File: src/design/lcdrc_pkg.sv
// Register map, field positions, reset values and bus constants of the LCD driver control bank.
package lcdrc_pkg;

  // Register indices; the byte address on the bus is four times the index.
  localparam logic [29:0] LCDRC_IDX_DISPLAY_CONTROL = 30'h0000_50a0;
  localparam logic [29:0] LCDRC_IDX_CONTRAST_ADJUST = 30'h0000_50a1;
  localparam logic [29:0] LCDRC_IDX_DUTY_CONTROL    = 30'h0000_50a2;
  localparam logic [29:0] LCDRC_IDX_REGULATOR_CTRL  = 30'h0000_50a3;
  localparam logic [29:0] LCDRC_IDX_BOOSTER_CTRL    = 30'h0000_50a4;
  localparam logic [29:0] LCDRC_IDX_INTERRUPT_MASK  = 30'h0000_50a5;
  localparam logic [29:0] LCDRC_IDX_INTERRUPT_FLAG  = 30'h0000_50a6;

  // Field positions inside the 8-bit registers.
  localparam int unsigned LCDRC_POS_SEG_ORIENT   = 7;
  localparam int unsigned LCDRC_POS_COM_ORIENT   = 6;
  localparam int unsigned LCDRC_POS_AREA_SELECT  = 5;
  localparam int unsigned LCDRC_POS_REVERSE_VID  = 4;
  localparam int unsigned LCDRC_POS_DISPLAY_MODE = 0;
  localparam int unsigned LCDRC_POS_CONTRAST     = 0;
  localparam int unsigned LCDRC_POS_DUTY         = 0;
  localparam int unsigned LCDRC_POS_HEAVY_LOAD   = 4;
  localparam int unsigned LCDRC_POS_REG_SOURCE   = 1;
  localparam int unsigned LCDRC_POS_BOOSTER_EN   = 0;
  localparam int unsigned LCDRC_POS_FRAME_IE     = 0;
  localparam int unsigned LCDRC_POS_FRAME_IF     = 0;

  // Values after reset.
  localparam logic       LCDRC_RST_SEG_ORIENT   = 1'b1;
  localparam logic       LCDRC_RST_COM_ORIENT   = 1'b1;
  localparam logic       LCDRC_RST_AREA_SELECT  = 1'b0;
  localparam logic       LCDRC_RST_REVERSE_VID  = 1'b1;
  localparam logic [1:0] LCDRC_RST_DISPLAY_MODE = 2'h0;
  localparam logic [3:0] LCDRC_RST_CONTRAST     = 4'h0;
  localparam logic [1:0] LCDRC_RST_DUTY         = 2'h2;
  localparam logic       LCDRC_RST_HEAVY_LOAD   = 1'b0;
  localparam logic       LCDRC_RST_REG_SOURCE   = 1'b0;
  localparam logic       LCDRC_RST_BOOSTER_EN   = 1'b0;
  localparam logic       LCDRC_RST_FRAME_IE     = 1'b0;
  localparam logic       LCDRC_RST_FRAME_IF     = 1'b0;

  // AHB-Lite encodings.
  localparam logic [1:0] LCDRC_HTRANS_NONSEQ = 2'h2;
  localparam logic       LCDRC_HRESP_OKAY    = 1'b0;

  // Display mode encodings.
  typedef enum logic [1:0] {
    LCDRC_MODE_OFF = 2'h0,
    LCDRC_MODE_NORMAL = 2'h1,
    LCDRC_MODE_ALL_ON = 2'h2,
    LCDRC_MODE_ALL_OFF = 2'h3
  } lcdrc_mode_t;

endpackage : lcdrc_pkg

File: src/design/lcdrc_regs.sv
// LCD driver control and status register bank with an AHB-Lite slave port.
module lcdrc_regs
  import lcdrc_pkg::*;
(
  input  wire logic        hclk,
  input  wire logic        hresetn,
  input  wire logic        hsel,
  input  wire logic [31:0] haddr,
  input  wire logic [1:0]  htrans,
  input  wire logic        hwrite,
  input  wire logic [2:0]  hsize,
  input  wire logic [31:0] hwdata,
  input  wire logic        hready,
  output logic      [31:0] hrdata,
  output logic             hreadyout,
  output logic             hresp,
  input  wire logic        frame_event,
  output logic             segment_orientation,
  output logic             common_orientation,
  output logic             display_area_select,
  output logic             reverse_video,
  output logic      [1:0]  display_mode,
  output logic      [3:0]  contrast_level,
  output logic      [1:0]  duty_select,
  output logic             heavy_load_protect,
  output logic             regulator_source,
  output logic             booster_enable,
  output logic             frame_irq
);

  logic        seg_orient_q;
  logic        com_orient_q;
  logic        area_select_q;
  logic        reverse_vid_q;
  logic [1:0]  display_mode_q;
  logic [3:0]  contrast_q;
  logic [1:0]  duty_q;
  logic        heavy_load_q;
  logic        reg_source_q;
  logic        booster_en_q;
  logic        frame_ie_q;
  logic        frame_if_q;
  logic        frame_if_d;
  logic        frame_irq_q;

  logic        wr_pend_q;
  logic        rd_pend_q;
  logic [29:0] addr_q;
  logic [31:0] hrdata_q;
  logic        hreadyout_q;
  logic        hresp_q;

  logic        addr_phase;
  logic        wr_fire;
  logic [7:0]  rd_mux;

  // Only whole-word transfers are expected; narrower sizes are served as words.
  assign addr_phase = hsel && hready && htrans[1];
  assign wr_fire    = wr_pend_q && hready;

  // Address phase capture; reads take one wait state so the returned data
  // always reflects a write that finished in the cycle before.
  always_ff @(posedge hclk or negedge hresetn) begin
    if (!hresetn) begin
      wr_pend_q <= 1'b0;
      rd_pend_q <= 1'b0;
      addr_q    <= 30'h0000_0000;
    end else if (hready) begin
      wr_pend_q <= addr_phase && hwrite;
      rd_pend_q <= addr_phase && !hwrite;
      if (addr_phase) begin
        addr_q <= haddr[31:2];
      end
    end else begin
      rd_pend_q <= 1'b0;
    end
  end

  always_ff @(posedge hclk or negedge hresetn) begin
    if (!hresetn) begin
      hreadyout_q <= 1'b1;
      hresp_q     <= LCDRC_HRESP_OKAY;
    end else begin
      hreadyout_q <= !(hready && addr_phase && !hwrite);
      hresp_q     <= LCDRC_HRESP_OKAY;
    end
  end

  // Read mux; reserved bits and unmapped addresses read as zero.
  always_comb begin
    rd_mux = 8'h00;
    case (addr_q)
      LCDRC_IDX_DISPLAY_CONTROL: begin
        rd_mux[LCDRC_POS_SEG_ORIENT]  = seg_orient_q;
        rd_mux[LCDRC_POS_COM_ORIENT]  = com_orient_q;
        rd_mux[LCDRC_POS_AREA_SELECT] = area_select_q;
        rd_mux[LCDRC_POS_REVERSE_VID] = reverse_vid_q;
        rd_mux[LCDRC_POS_DISPLAY_MODE +: 2] = display_mode_q;
      end
      LCDRC_IDX_CONTRAST_ADJUST: rd_mux[LCDRC_POS_CONTRAST +: 4] = contrast_q;
      LCDRC_IDX_DUTY_CONTROL:    rd_mux[LCDRC_POS_DUTY +: 2] = duty_q;
      LCDRC_IDX_REGULATOR_CTRL:  rd_mux[LCDRC_POS_HEAVY_LOAD] = heavy_load_q;
      LCDRC_IDX_BOOSTER_CTRL: begin
        rd_mux[LCDRC_POS_REG_SOURCE] = reg_source_q;
        rd_mux[LCDRC_POS_BOOSTER_EN] = booster_en_q;
      end
      LCDRC_IDX_INTERRUPT_MASK:  rd_mux[LCDRC_POS_FRAME_IE] = frame_ie_q;
      LCDRC_IDX_INTERRUPT_FLAG:  rd_mux[LCDRC_POS_FRAME_IF] = frame_if_q;
      default:                   rd_mux = 8'h00;
    endcase
  end

  always_ff @(posedge hclk or negedge hresetn) begin
    if (!hresetn) begin
      hrdata_q <= 32'h0000_0000;
    end else if (rd_pend_q) begin
      hrdata_q <= {24'h00_0000, rd_mux};
    end
  end

  always_ff @(posedge hclk or negedge hresetn) begin
    if (!hresetn) begin
      seg_orient_q   <= LCDRC_RST_SEG_ORIENT;
      com_orient_q   <= LCDRC_RST_COM_ORIENT;
      area_select_q  <= LCDRC_RST_AREA_SELECT;
      reverse_vid_q  <= LCDRC_RST_REVERSE_VID;
      display_mode_q <= LCDRC_RST_DISPLAY_MODE;
    end else if (wr_fire && addr_q == LCDRC_IDX_DISPLAY_CONTROL) begin
      seg_orient_q   <= hwdata[LCDRC_POS_SEG_ORIENT];
      com_orient_q   <= hwdata[LCDRC_POS_COM_ORIENT];
      area_select_q  <= hwdata[LCDRC_POS_AREA_SELECT];
      reverse_vid_q  <= hwdata[LCDRC_POS_REVERSE_VID];
      display_mode_q <= hwdata[LCDRC_POS_DISPLAY_MODE +: 2];
    end
  end

  always_ff @(posedge hclk or negedge hresetn) begin
    if (!hresetn) begin
      contrast_q <= LCDRC_RST_CONTRAST;
      duty_q     <= LCDRC_RST_DUTY;
    end else if (wr_fire) begin
      if (addr_q == LCDRC_IDX_CONTRAST_ADJUST) begin
        contrast_q <= hwdata[LCDRC_POS_CONTRAST +: 4];
      end
      // The reserved duty codes are stored as written; the output stage decides what they do.
      if (addr_q == LCDRC_IDX_DUTY_CONTROL) begin
        duty_q <= hwdata[LCDRC_POS_DUTY +: 2];
      end
    end
  end

  always_ff @(posedge hclk or negedge hresetn) begin
    if (!hresetn) begin
      heavy_load_q <= LCDRC_RST_HEAVY_LOAD;
      reg_source_q <= LCDRC_RST_REG_SOURCE;
      booster_en_q <= LCDRC_RST_BOOSTER_EN;
    end else if (wr_fire) begin
      if (addr_q == LCDRC_IDX_REGULATOR_CTRL) begin
        heavy_load_q <= hwdata[LCDRC_POS_HEAVY_LOAD];
      end
      if (addr_q == LCDRC_IDX_BOOSTER_CTRL) begin
        reg_source_q <= hwdata[LCDRC_POS_REG_SOURCE];
        booster_en_q <= hwdata[LCDRC_POS_BOOSTER_EN];
      end
    end
  end

  always_ff @(posedge hclk or negedge hresetn) begin
    if (!hresetn) begin
      frame_ie_q <= LCDRC_RST_FRAME_IE;
    end else if (wr_fire && addr_q == LCDRC_IDX_INTERRUPT_MASK) begin
      frame_ie_q <= hwdata[LCDRC_POS_FRAME_IE];
    end
  end

  // A frame event in the same cycle as a clearing write keeps the flag set,
  // so no frame is lost to a racing clear.
  always_comb begin
    frame_if_d = frame_if_q;
    if (wr_fire && addr_q == LCDRC_IDX_INTERRUPT_FLAG && hwdata[LCDRC_POS_FRAME_IF]) begin
      frame_if_d = 1'b0;
    end
    if (frame_event) begin
      frame_if_d = 1'b1;
    end
  end

  always_ff @(posedge hclk or negedge hresetn) begin
    if (!hresetn) begin
      frame_if_q <= LCDRC_RST_FRAME_IF;
    end else begin
      frame_if_q <= frame_if_d;
    end
  end

  // Registered so the output is glitch free; it trails the flag by one cycle.
  always_ff @(posedge hclk or negedge hresetn) begin
    if (!hresetn) begin
      frame_irq_q <= 1'b0;
    end else begin
      frame_irq_q <= frame_if_q && frame_ie_q;
    end
  end

  assign hrdata              = hrdata_q;
  assign hreadyout           = hreadyout_q;
  assign hresp               = hresp_q;
  assign segment_orientation = seg_orient_q;
  assign common_orientation  = com_orient_q;
  assign display_area_select = area_select_q;
  assign reverse_video       = reverse_vid_q;
  assign display_mode        = display_mode_q;
  assign contrast_level      = contrast_q;
  assign duty_select         = duty_q;
  assign heavy_load_protect  = heavy_load_q;
  assign regulator_source    = reg_source_q;
  assign booster_enable      = booster_en_q;
  assign frame_irq           = frame_irq_q;

  logic wr_dctl;
  logic wr_regc;
  logic wr_pwr;
  logic wr_mask;
  logic wr_flag;

  assign wr_dctl = wr_fire && addr_q == LCDRC_IDX_DISPLAY_CONTROL;
  assign wr_regc = wr_fire && addr_q == LCDRC_IDX_REGULATOR_CTRL;
  assign wr_pwr  = wr_fire && addr_q == LCDRC_IDX_BOOSTER_CTRL;
  assign wr_mask = wr_fire && addr_q == LCDRC_IDX_INTERRUPT_MASK;
  assign wr_flag = wr_fire && addr_q == LCDRC_IDX_INTERRUPT_FLAG;
endmodule // lcdrc_regs

File: config.mk
export PLATFORM = sky130hd
export DESIGN_NAME = lcdrc_regs
export DESIGN_NICKNAME = d
export VERILOG_FILES = /design/src/design/lcdrc_pkg.sv /design/src/design/lcdrc_regs.sv
export SDC_FILE = /design/constraint.sdc
export NUM_CORES = 1
export LEC_CHECK = 0
export BUFFER_PORTS_ARGS = -buffer_cell sky130_fd_sc_hd__buf_2
export CAP_MARGIN = 20
export CORE_UTILIZATION = 41
export CTS_CLUSTER_SIZE = 14
export DETAILED_ROUTE_END_ITERATION = 10
export PLACE_DENSITY = 0.74
export SETUP_SLACK_MARGIN = 0.5
export SLEW_MARGIN = 20
export SYNTH_ARGS = -nofsm -noshare
export SYNTH_HDL_FRONTEND = slang
export SYNTH_SLANG_ARGS = --single-unit
File: constraint.sdc
create_clock -name hclk -period 1.9 [get_ports hclk]
set_input_delay 0.38 -clock hclk [delete_from_list [all_inputs] [get_ports hclk]]
set_output_delay 0.38 -clock hclk [all_outputs]
set_load 0.02 [all_outputs]
==> flow_metrics.py, run 1 <==
metrics = {
    "outcome": {
        "status": "finished with violations",
        "violations": "negative setup slack",
    },
    "critical_path": {
        "cpPeakStageDelay_ns": 0.41,
        "crit_arrival_ns": 2.22,
        "path_max_fanout": 4,
        "r2r_slack_ns": -0.10,
        "crit_type": "reg2reg",
        "worst-endpoint-required_ns": 2.12,
        "worstSetupEndpointType": "register",
        "slowest_stage": "dfrtp_1",
        "rr_worst_depth": 6,
        "startpoint_type": "register",
        "crit_chain": "nor4_4 -> nand4_1 -> or2_4 -> buf_4 -> or4_4 -> a21o_1",
        "r2r_start": "addr_q[9]",
        "r2r_end": "frame_if_q",
    },
    "layout": {
        "final_layout_size_suffix_gt1_frac": 0.568,
        "fin_area_um2": 3610,
        "post-route-util": 0.565,
        "instances_no_fill": 385,
        "mostFrequentLayoutCell": "buf_2",
        "area_growth_syn_to_layout_pct": 33.0,
        "antenna_cells": 0,
        "final_cell_mix": "buf_2 (65), dfrtp_1 (54), mux2_2 (30), conb_1 (25), mux2_4 (16)",
        "layout.nets": 378,
    },
    "sta": {
        "rsz0062_at_grt": "true",
        "fin_crit_ns": 2.00,
        "fin_hold_ws_ns": 0.0505,
        "setup_violations": 9,
        "worstMarginPinSlew_ns": 0.585,
        "relSlewSlack": 0.610,
        "final.setup.worst_slack_ns": -0.101,
        "hold_violations": 0,
        "fin_skew_ns": 0.00694,
        "slew_violations": 0,
        "fin_crit_sh": 1.05,
        "max_freq_mhz": 500,
    },
    "logic_synthesis": {
        "ys_seq_elements": 59,
        "synth_cell_types": 37,
        "async_flop_share": 1.00,
        "netlist_area_um2": 2720,
        "yosysWarnings": 0,
        "avgSynthCellArea_um2": 12.7,
        "syn_inst": 214,
        "ys_seq_area_frac": 0.546,
        "synthDominantCellAreaShare": 0.498,
        "synth_area_leader_cell": "dfrtp_1",
        "synth_area_leaders": "dfrtp_1 (50%), mux2_2 (19%), buf_4 (6.9%), dfstp_2 (4.8%), nand4_1 (1.8%)",
        "synth-edff-count": 0,
        "ys.flop_type": "dfrtp_1",
    },
    "placement": {
        "dpl.hpwl_mm": 3.86,
        "placed_area_um2": 3200,
        "gp_congestion": 0.815,
        "dp_slack_ns": -0.193,
        "post-place-cells": 364,
        "portBuffers": 69,
    },
    "floorplanning": {
        "die_area_um2": 6950,
        "design.portCount": 125,
        "die_w_um": 83.4,
        "initial_core_util": 0.425,
        "num_rows": 29,
        "chipHeight_um": 83.4,
        "core_um2": 6390,
    },
    "run": {
        "cap_violations": 0,
    },
    "clocking": {
        "htreeDepth": 3,
        "clock-sinks": 59,
        "clk_pin_slew_worst_paths_ns": 0.06,
        "cts_buffers": 9,
        "hold_buffers": 0,
        "clock_path_buffers": 2,
        "worstSkewPairLatency_ns": 0.33,
        "cts-root-buf": "clkbuf_8",
        "tritoncts": "yes",
    },
    "routing": {
        "dr_total_vias": 1864,
        "via_per_inst": 4.84,
        "routed_wl_mm": 5.39,
        "ant_nets": 0,
        "first_pass_iters": 4,
        "wl_per_cell_um": 14.0,
        "drtIter0Drc": 63,
        "drc_errors": 0,
    },
    "pwr": {
        "leakage_nw": 1.78,
        "ir_drop_uv": 622,
        "powerDensity_nw_per_um2": 869,
    },
    "grt": {
        "track_usage": 0.166,
        "grt_max_degree": 60,
        "first_global_vias": 1904,
        "grt_first_pass_wirelength_mm": 9.09,
        "overflow": 0,
        "antenna_found_initial": 0,
    },
    "worst_hold_path": {
        "hold_class": "in2async",
    },
}
==> per-layer routing <==
| layer | global-route usage | vias to the layer above | wire (µm) |
|---|---|---|---|
| met5 | 0 | - | 0 |
| met1 | 0.213 | 891 | 2350 |
| met3 | 0.0567 | 6 | 343 |
| li1 | - | 891 | - |
| met4 | 0.0580 | 0 | 50 |
| met2 | 0.265 | 76 | 2650 |
==> cell families after synthesis <==
family,count (synthesis),synth area share
flops,59,0.546
mux,49,0.206
buf+inv,48,0.102
simple gates,43,0.108
compound gates,14,0.0359
other cells,1,0.00138
==> metrics by stage <==
stage / total power (W) / setup TNS (ns)
floorplan: 0.00176 / 0
global placement: 0.00185 / -1.92
detailed placement: 0.00187 / -2.04
CTS: 0.00317 / -0.677
global route: 0.00328 / -2.72
finish: 0.00314 / -0.477
==> cell usage after synthesis, types with 2 or more instances <==
| master | instances |
|---|---|
| nand2_1 | 4 |
| nand4_1 | 8 |
| dfrtp_1 | 54 |
| clkbuf_1 | 4 |
| nor3_1 | 3 |
| mux2_2 | 45 |
| buf_2 | 3 |
| buf_4 | 25 |
| inv_1 | 12 |
| and4_1 | 2 |
| o22ai_1 | 8 |
| mux2i_1 | 2 |
| buf_1 | 3 |
| nor2_1 | 5 |
| nand3_1 | 6 |
| nor4_1 | 5 |
| dfstp_2 | 5 |
==> power by group <==
part | internal [W] | total (W) | leakage, nW | switching (W)
Sequential | 0.00138 | 0.00148 | 0.736 | 0.000100
Clock | 0.000803 | 0.00127 | 0.119 | 0.000467
Combinational | 0.000194 | 0.000385 | 0.920 | 0.000191
==> registers in the layout (all words and copies together) (netlist names), 2 cells and up <==
signal	flops
display_mode	2
hrdata	8
addr_q	30
contrast_level	4
duty_select	2
==> timing repair <==
action,in CTS,in global routing
endpoints found under the setup margin,29,28
resized for setup,25,10
buffers inserted,4,1
gates cloned,0,0
pin swaps,4,4
==> layout make-up <==
cell class | instances | area (µm²)
clock buffer | 11 | 151
multi-input combinational | 131 | 1200
tap | 77 | 96.3
inverter | 13 | 48.8
timing repair buffer | 89 | 557
sequential | 59 | 1480
clock inverter | 5 | 75.1
fill | 535 | 2780
==> critical path: cells and delay by family, from the launching register on <==
family	cells	cell delay (ns)
flip-flops	1	0.41
AND/OR/NAND/NOR	4	1.18
buffers and inverters	1	0.15
AO/OA/AOI/OAI	1	0.16
==> how the worst max path moves through the flow <==
| stage | start | endpoint | slack, ns | cells past startpoint |
|---|---|---|---|---|
| after floorplan | addr_q[3] | contrast_level[0] | 0.09 | 5 |
| after global placement | addr_q[15] | display_area_select | -0.18 | 7 |
| after detailed placement | addr_q[15] | display_area_select | -0.19 | 7 |
| after CTS | addr_q[25] | contrast_level[2] | -0.14 | 6 |
| after global routing | addr_q[9] | contrast_level[2] | -0.24 | 6 |
| final | addr_q[9] | frame_if_q | -0.10 | 6 |
No activity file was read; power rests on OpenSTA's default activity.
==> run 2: changes to the inputs <==
--- a/config.mk
+++ b/config.mk
@@ -10,6 +10,7 @@
 export CORE_UTILIZATION = 41
 export CTS_CLUSTER_SIZE = 14
 export DETAILED_ROUTE_END_ITERATION = 10
+export HOLD_SLACK_MARGIN = 0.08
 export PLACE_DENSITY = 0.74
 export SETUP_SLACK_MARGIN = 0.5
 export SLEW_MARGIN = 20
==> flow_metrics.py, run 2 (synthesis gave the netlist of run 1 again) <==
metrics = {
    "pwr": {
        "netSwitchingFraction": 0.242,
        "clock_power_share": 0.405,
        "switchingPower_w": 0.000760,
        "pwr-share-seq": 0.472,
        "comb_power_share": 0.123,
        "internal_power_w": 0.00238,
        "ir_drop_uv": 622,
        "powerDensity_nw_per_um2": 867,
        "leakage_nw": 1.78,
    },
    "floorplanning": {
        "core_um2": 6390,
        "design.portCount": 125,
        "num_rows": 29,
        "initial_core_util": 0.425,
        "chipHeight_um": 83.4,
        "die_w_um": 83.4,
        "die_area_um2": 6950,
    },
    "sta": {
        "fin_hold_ws_ns": 0.230,
        "relSlewSlack": 0.610,
        "slew_violations": 0,
        "rsz0062_at_grt": "true",
        "setup_violations": 9,
        "hold_violations": 0,
        "max_freq_mhz": 500,
        "final.setup.worst_slack_ns": -0.100,
        "worstMarginPinSlew_ns": 0.585,
        "fin_crit_ns": 2.00,
        "fin_skew_ns": 0.00695,
        "fin_crit_sh": 1.05,
    },
    "layout": {
        "post-route-util": 0.567,
        "antenna_cells": 0,
        "mostFrequentLayoutCell": "buf_2",
        "final_layout_size_suffix_gt1_frac": 0.566,
        "instances_no_fill": 386,
        "fin_area_um2": 3620,
        "regMostFlops": "addr_q",
        "area_growth_syn_to_layout_pct": 33.4,
        "layout.nets": 379,
        "largest_reg_flops": 30,
        "final_cell_mix": "buf_2 (65), dfrtp_1 (54), mux2_2 (30), conb_1 (25), mux2_4 (16)",
    },
    "placement": {
        "dpl.hpwl_mm": 3.86,
        "gp_congestion": 0.815,
        "placed_area_um2": 3200,
        "post-place-cells": 364,
        "portBuffers": 69,
    },
    "grt": {
        "grt_max_degree": 60,
        "grt_first_pass_wirelength_mm": 9.14,
        "antenna_found_initial": 0,
        "overflow": 0,
        "track_usage": 0.167,
        "first_global_vias": 1907,
    },
    "critical_path": {
        "cpPeakStageDelay_ns": 0.41,
        "critical_path.top_delay_family": "simple AND/OR/NAND/NOR gates",
        "path_max_fanout": 4,
        "r2r_slack_ns": -0.10,
        "path_buf_inv": 1,
        "crit_chain": "nor4_4 -> nand4_1 -> or2_4 -> buf_4 -> or4_4 -> a21o_1",
        "worst-endpoint-required_ns": 2.12,
        "crit_type": "reg2reg",
        "startpoint_type": "register",
        "crit_arrival_ns": 2.22,
        "slowest_stage": "dfrtp_1",
        "worstSetupEndpointType": "register",
    },
    "routing": {
        "drtIter0Drc": 74,
        "routed_wl_mm": 5.41,
        "dr_total_vias": 1871,
        "via_per_inst": 4.85,
        "wl_per_cell_um": 14.0,
        "drc_errors": 0,
        "ant_nets": 0,
        "first_pass_iters": 4,
    },
    "clocking": {
        "clock_path_buffers": 2,
        "cts_buffers": 9,
        "htreeDepth": 3,
        "cts-root-buf": "clkbuf_8",
        "worstSkewPairLatency_ns": 0.33,
        "clock-sinks": 59,
        "clk_pin_slew_worst_paths_ns": 0.06,
        "tritoncts": "yes",
    },
    "outcome": {
        "violations": "negative setup slack",
        "status": "finished with violations",
    },
    "run": {
        "cap_violations": 0,
    },
    "worst_hold_path": {
        "hold_class": "in2reg",
    },
}
run 2: changes by cell type in the layout (fill, tap and decap cells not counted):
cell,previous run,this run
dlygate4sd3_1,0,1
run 2: per-layer routing:
metal	up-vias	GRT usage	routed length (µm)
li1	893	-	-
met1	896	0.214	2360
met2	76	0.266	2650
met3	6	0.0567	343
met4	0	0.0580	50
met5	-	0	0
run 2: power by group through the flow:
stage / Sequential, W / Combinational, W / Clock, W
after floorplan: 0.00145 / 0.000306 / 0
after global placement: 0.00148 / 0.000368 / 0
after detailed placement: 0.00149 / 0.000383 / 0
after CTS: 0.00147 / 0.000390 / 0.00130
after global routing: 0.00150 / 0.000426 / 0.00135
final: 0.00148 / 0.000387 / 0.00127
run 2: timing repair:
item                                    4_1_cts  5_1_grt
endpoints found under the setup margin       29       28
buffers inserted                              4        1
hold endpoints to repair                     54        0
hold buffers                                  1        0
gates resized for setup                      25       10
pin swaps                                     4        4
run 2: area by class of cell:
class                      count  area [µm²]
timing repair buffer          90         567
clock buffer                  11         151
tap                           77        96.3
sequential                    59        1480
fill                         534        2770
multi-input combinational    131        1200
inverter                      13        48.8
clock inverter                 5        75.1
run 2: path summary, 6_finish.rpt:
path / start / endpoint / cells after the start
max: addr_q[9] / frame_if_q / 6
min: hwrite / rd_pend_q / 2
max reg2reg: addr_q[9] / frame_if_q / 6
min reg2reg: frame_if_q / frame_if_q / 1
max in group asynchronous: hresetn / segment_orientation / 3
min in group asynchronous: hresetn / addr_q[18] / 3
run 2: through the flow:
step	setup TNS [ns]	total power [W]	worst slack (ns)
after floorplan	0	0.00176	0.0931
after global placement	-1.92	0.00185	-0.184
after detailed placement	-2.04	0.00187	-0.193
after CTS	-0.677	0.00317	-0.139
after global routing	-2.72	0.00328	-0.239
final	-0.477	0.00314	-0.100
==> run 3: changes to the inputs <==
--- a/config.mk
+++ b/config.mk
@@ -6,12 +6,12 @@
 export NUM_CORES = 1
 export LEC_CHECK = 0
 export BUFFER_PORTS_ARGS = -buffer_cell sky130_fd_sc_hd__buf_2
-export CAP_MARGIN = 20
 export CORE_UTILIZATION = 41
 export CTS_CLUSTER_SIZE = 14
 export DETAILED_ROUTE_END_ITERATION = 10
 export HOLD_SLACK_MARGIN = 0.08
 export PLACE_DENSITY = 0.74
+export REMOVE_ABC_BUFFERS = 1
 export SETUP_SLACK_MARGIN = 0.5
 export SLEW_MARGIN = 20
 export SYNTH_ARGS = -nofsm -noshare
==> flow_metrics.py, run 3 (synthesis gave the netlist of run 1 again) <==
metrics = {
    "clocking": {
        "clock-sinks": 59,
        "tritoncts": "yes",
        "worstSkewPairLatency_ns": 0.33,
        "cts_buffers": 9,
        "clk_pin_slew_worst_paths_ns": 0.06,
        "clock_path_buffers": 2,
        "cts-root-buf": "clkbuf_8",
        "htreeDepth": 3,
    },
    "floorplanning": {
        "die_area_um2": 6950,
        "die_w_um": 83.4,
        "design.portCount": 125,
        "core_um2": 6390,
        "initial_core_util": 0.425,
        "num_rows": 29,
        "chipHeight_um": 83.4,
    },
    "grt": {
        "antenna_found_initial": 0,
        "overflow": 0,
        "first_global_vias": 1888,
        "grt_max_degree": 60,
        "track_usage": 0.166,
        "grt_first_pass_wirelength_mm": 8.98,
    },
    "layout": {
        "final_layout_size_suffix_gt1_frac": 0.571,
        "area_growth_syn_to_layout_pct": 32.3,
        "fillCellCount": 569,
        "final_cell_mix": "buf_2 (64), dfrtp_1 (54), mux2_2 (40), conb_1 (25), buf_4 (21)",
        "instances_no_fill": 389,
        "seqCellArea_um2": 1480,
        "largest_reg_flops": 30,
        "layout.nets": 382,
        "mostFrequentLayoutCell": "buf_2",
        "regMostFlops": "addr_q",
        "antenna_cells": 0,
        "multiInputGateArea_um2": 1170,
    },
    "placement": {
        "post-place-cells": 363,
        "dpl.hpwl_mm": 3.76,
        "portBuffers": 69,
        "gp_congestion": 0.747,
        "dp_slack_ns": -0.176,
    },
    "routing": {
        "drtIter0Drc": 51,
        "via_per_inst": 4.93,
        "drc_errors": 0,
        "ant_nets": 0,
        "wl_per_cell_um": 14.2,
        "routed_wl_mm": 5.53,
        "dr_total_vias": 1916,
        "first_pass_iters": 4,
    },
    "pwr": {
        "leakage_nw": 1.75,
        "powerDensity_nw_per_um2": 853,
        "ir_drop_uv": 574,
    },
    "outcome": {
        "violations": "negative setup slack",
        "status": "finished with violations",
    },
    "worst_hold_path": {
        "hp-start": "hwrite",
        "hold_class": "in2reg",
        "min_to": "rd_pend_q",
        "hold_depth": 2,
    },
    "sta": {
        "fin_crit_sh": 1.04,
        "final.setup.worst_slack_ns": -0.0716,
        "hold_violations": 0,
        "worstMarginPinSlew_ns": 0.645,
        "fin_crit_ns": 1.97,
        "setup_violations": 13,
        "setup_tns_ns": -0.585,
        "relSlewSlack": 0.570,
        "fin_skew_ns": 0.00693,
        "rsz0062_at_grt": "true",
        "max_freq_mhz": 507,
        "slew_violations": 0,
    },
    "critical_path": {
        "crit_arrival_ns": 2.19,
        "rr_worst_depth": 7,
        "path_max_fanout": 5,
        "worst-endpoint-required_ns": 2.11,
        "r2r_end": "display_mode[1]",
        "startpoint_type": "register",
        "worstSetupEndpointType": "register",
        "r2r_slack_ns": -0.07,
        "r2r_start": "addr_q[15]",
        "crit_type": "reg2reg",
    },
    "run": {
        "cap_violations": 0,
    },
}
-- run 3: area by class of cell --
| class | count | share of cell area |
|---|---|---|
| flip-flops and latches | 59 | 0.413 |
| multi-input cells | 131 | 0.326 |
| repair buffers | 93 | 0.163 |
| clock buffers | 11 | 0.0366 |
| well taps | 77 | 0.0268 |
| clock inverters | 5 | 0.0216 |
| inverters | 13 | 0.0136 |
-- run 3: routing by layer --
layer  vias up  GRT usage  share of wire
met1       930      0.196           0.41
met5         -          0              0
met4         0     0.0517          0.011
met2        88      0.277           0.50
met3         5     0.0686          0.075
li1        893          -              -
-- run 3: power by group --
group          internal [W]  switching (W)
registers           0.00138      0.0000992
logic              0.000194       0.000184
clock network      0.000734       0.000471
total               0.00231       0.000754
-- run 3: how the worst max path moves through the flow --
stage               startpoint             endpoint  slack (ns)  cells past startpoint
floorplan           addr_q[15]    contrast_level[0]        0.06                      5
global placement    addr_q[15]    contrast_level[2]       -0.12                      6
detailed placement  addr_q[18]    contrast_level[3]       -0.18                      6
CTS                 addr_q[24]  display_area_select       -0.12                      7
global route        addr_q[15]     regulator_source       -0.19                      7
finish              addr_q[15]      display_mode[1]       -0.07                      7
-- run 3: critical path: stages, from the launching register on --
cell,delay [ns]
dfrtp_1,0.39
nor4_2,0.30
nand4_1,0.16
buf_4,0.18
nor2_4,0.12
and4_4,0.24
buf_6,0.13
mux2_2,0.34
-- run 3: metrics by stage --
step / total power (W) / utilization / cell area [µm²] / hold slack, ns
5_1_grt: 0.00322 / 0.562 / 3590 / 0.212
2_1_floorplan: 0.00170 / - / 2580 / 0.0844
3_3_place_gp: 0.00184 / 0.493 / 3150 / 0.406
4_1_cts: 0.00309 / 0.551 / 3520 / 0.206
6_report: 0.00306 / 0.562 / 3590 / 0.217
3_5_place_dp: 0.00186 / 0.493 / 3150 / 0.411
-- run 3: repair_timing --
| action | CTS | global route |
|---|---|---|
| setup endpoints to repair | 29 | 30 |
| buffers inserted | 6 | 3 |
| gates cloned | 0 | 0 |
| hold buffers | 1 | 0 |
| pin swaps | 5 | 3 |
| endpoints found under the hold margin | 54 | 0 |
| gates resized for setup | 23 | 11 |
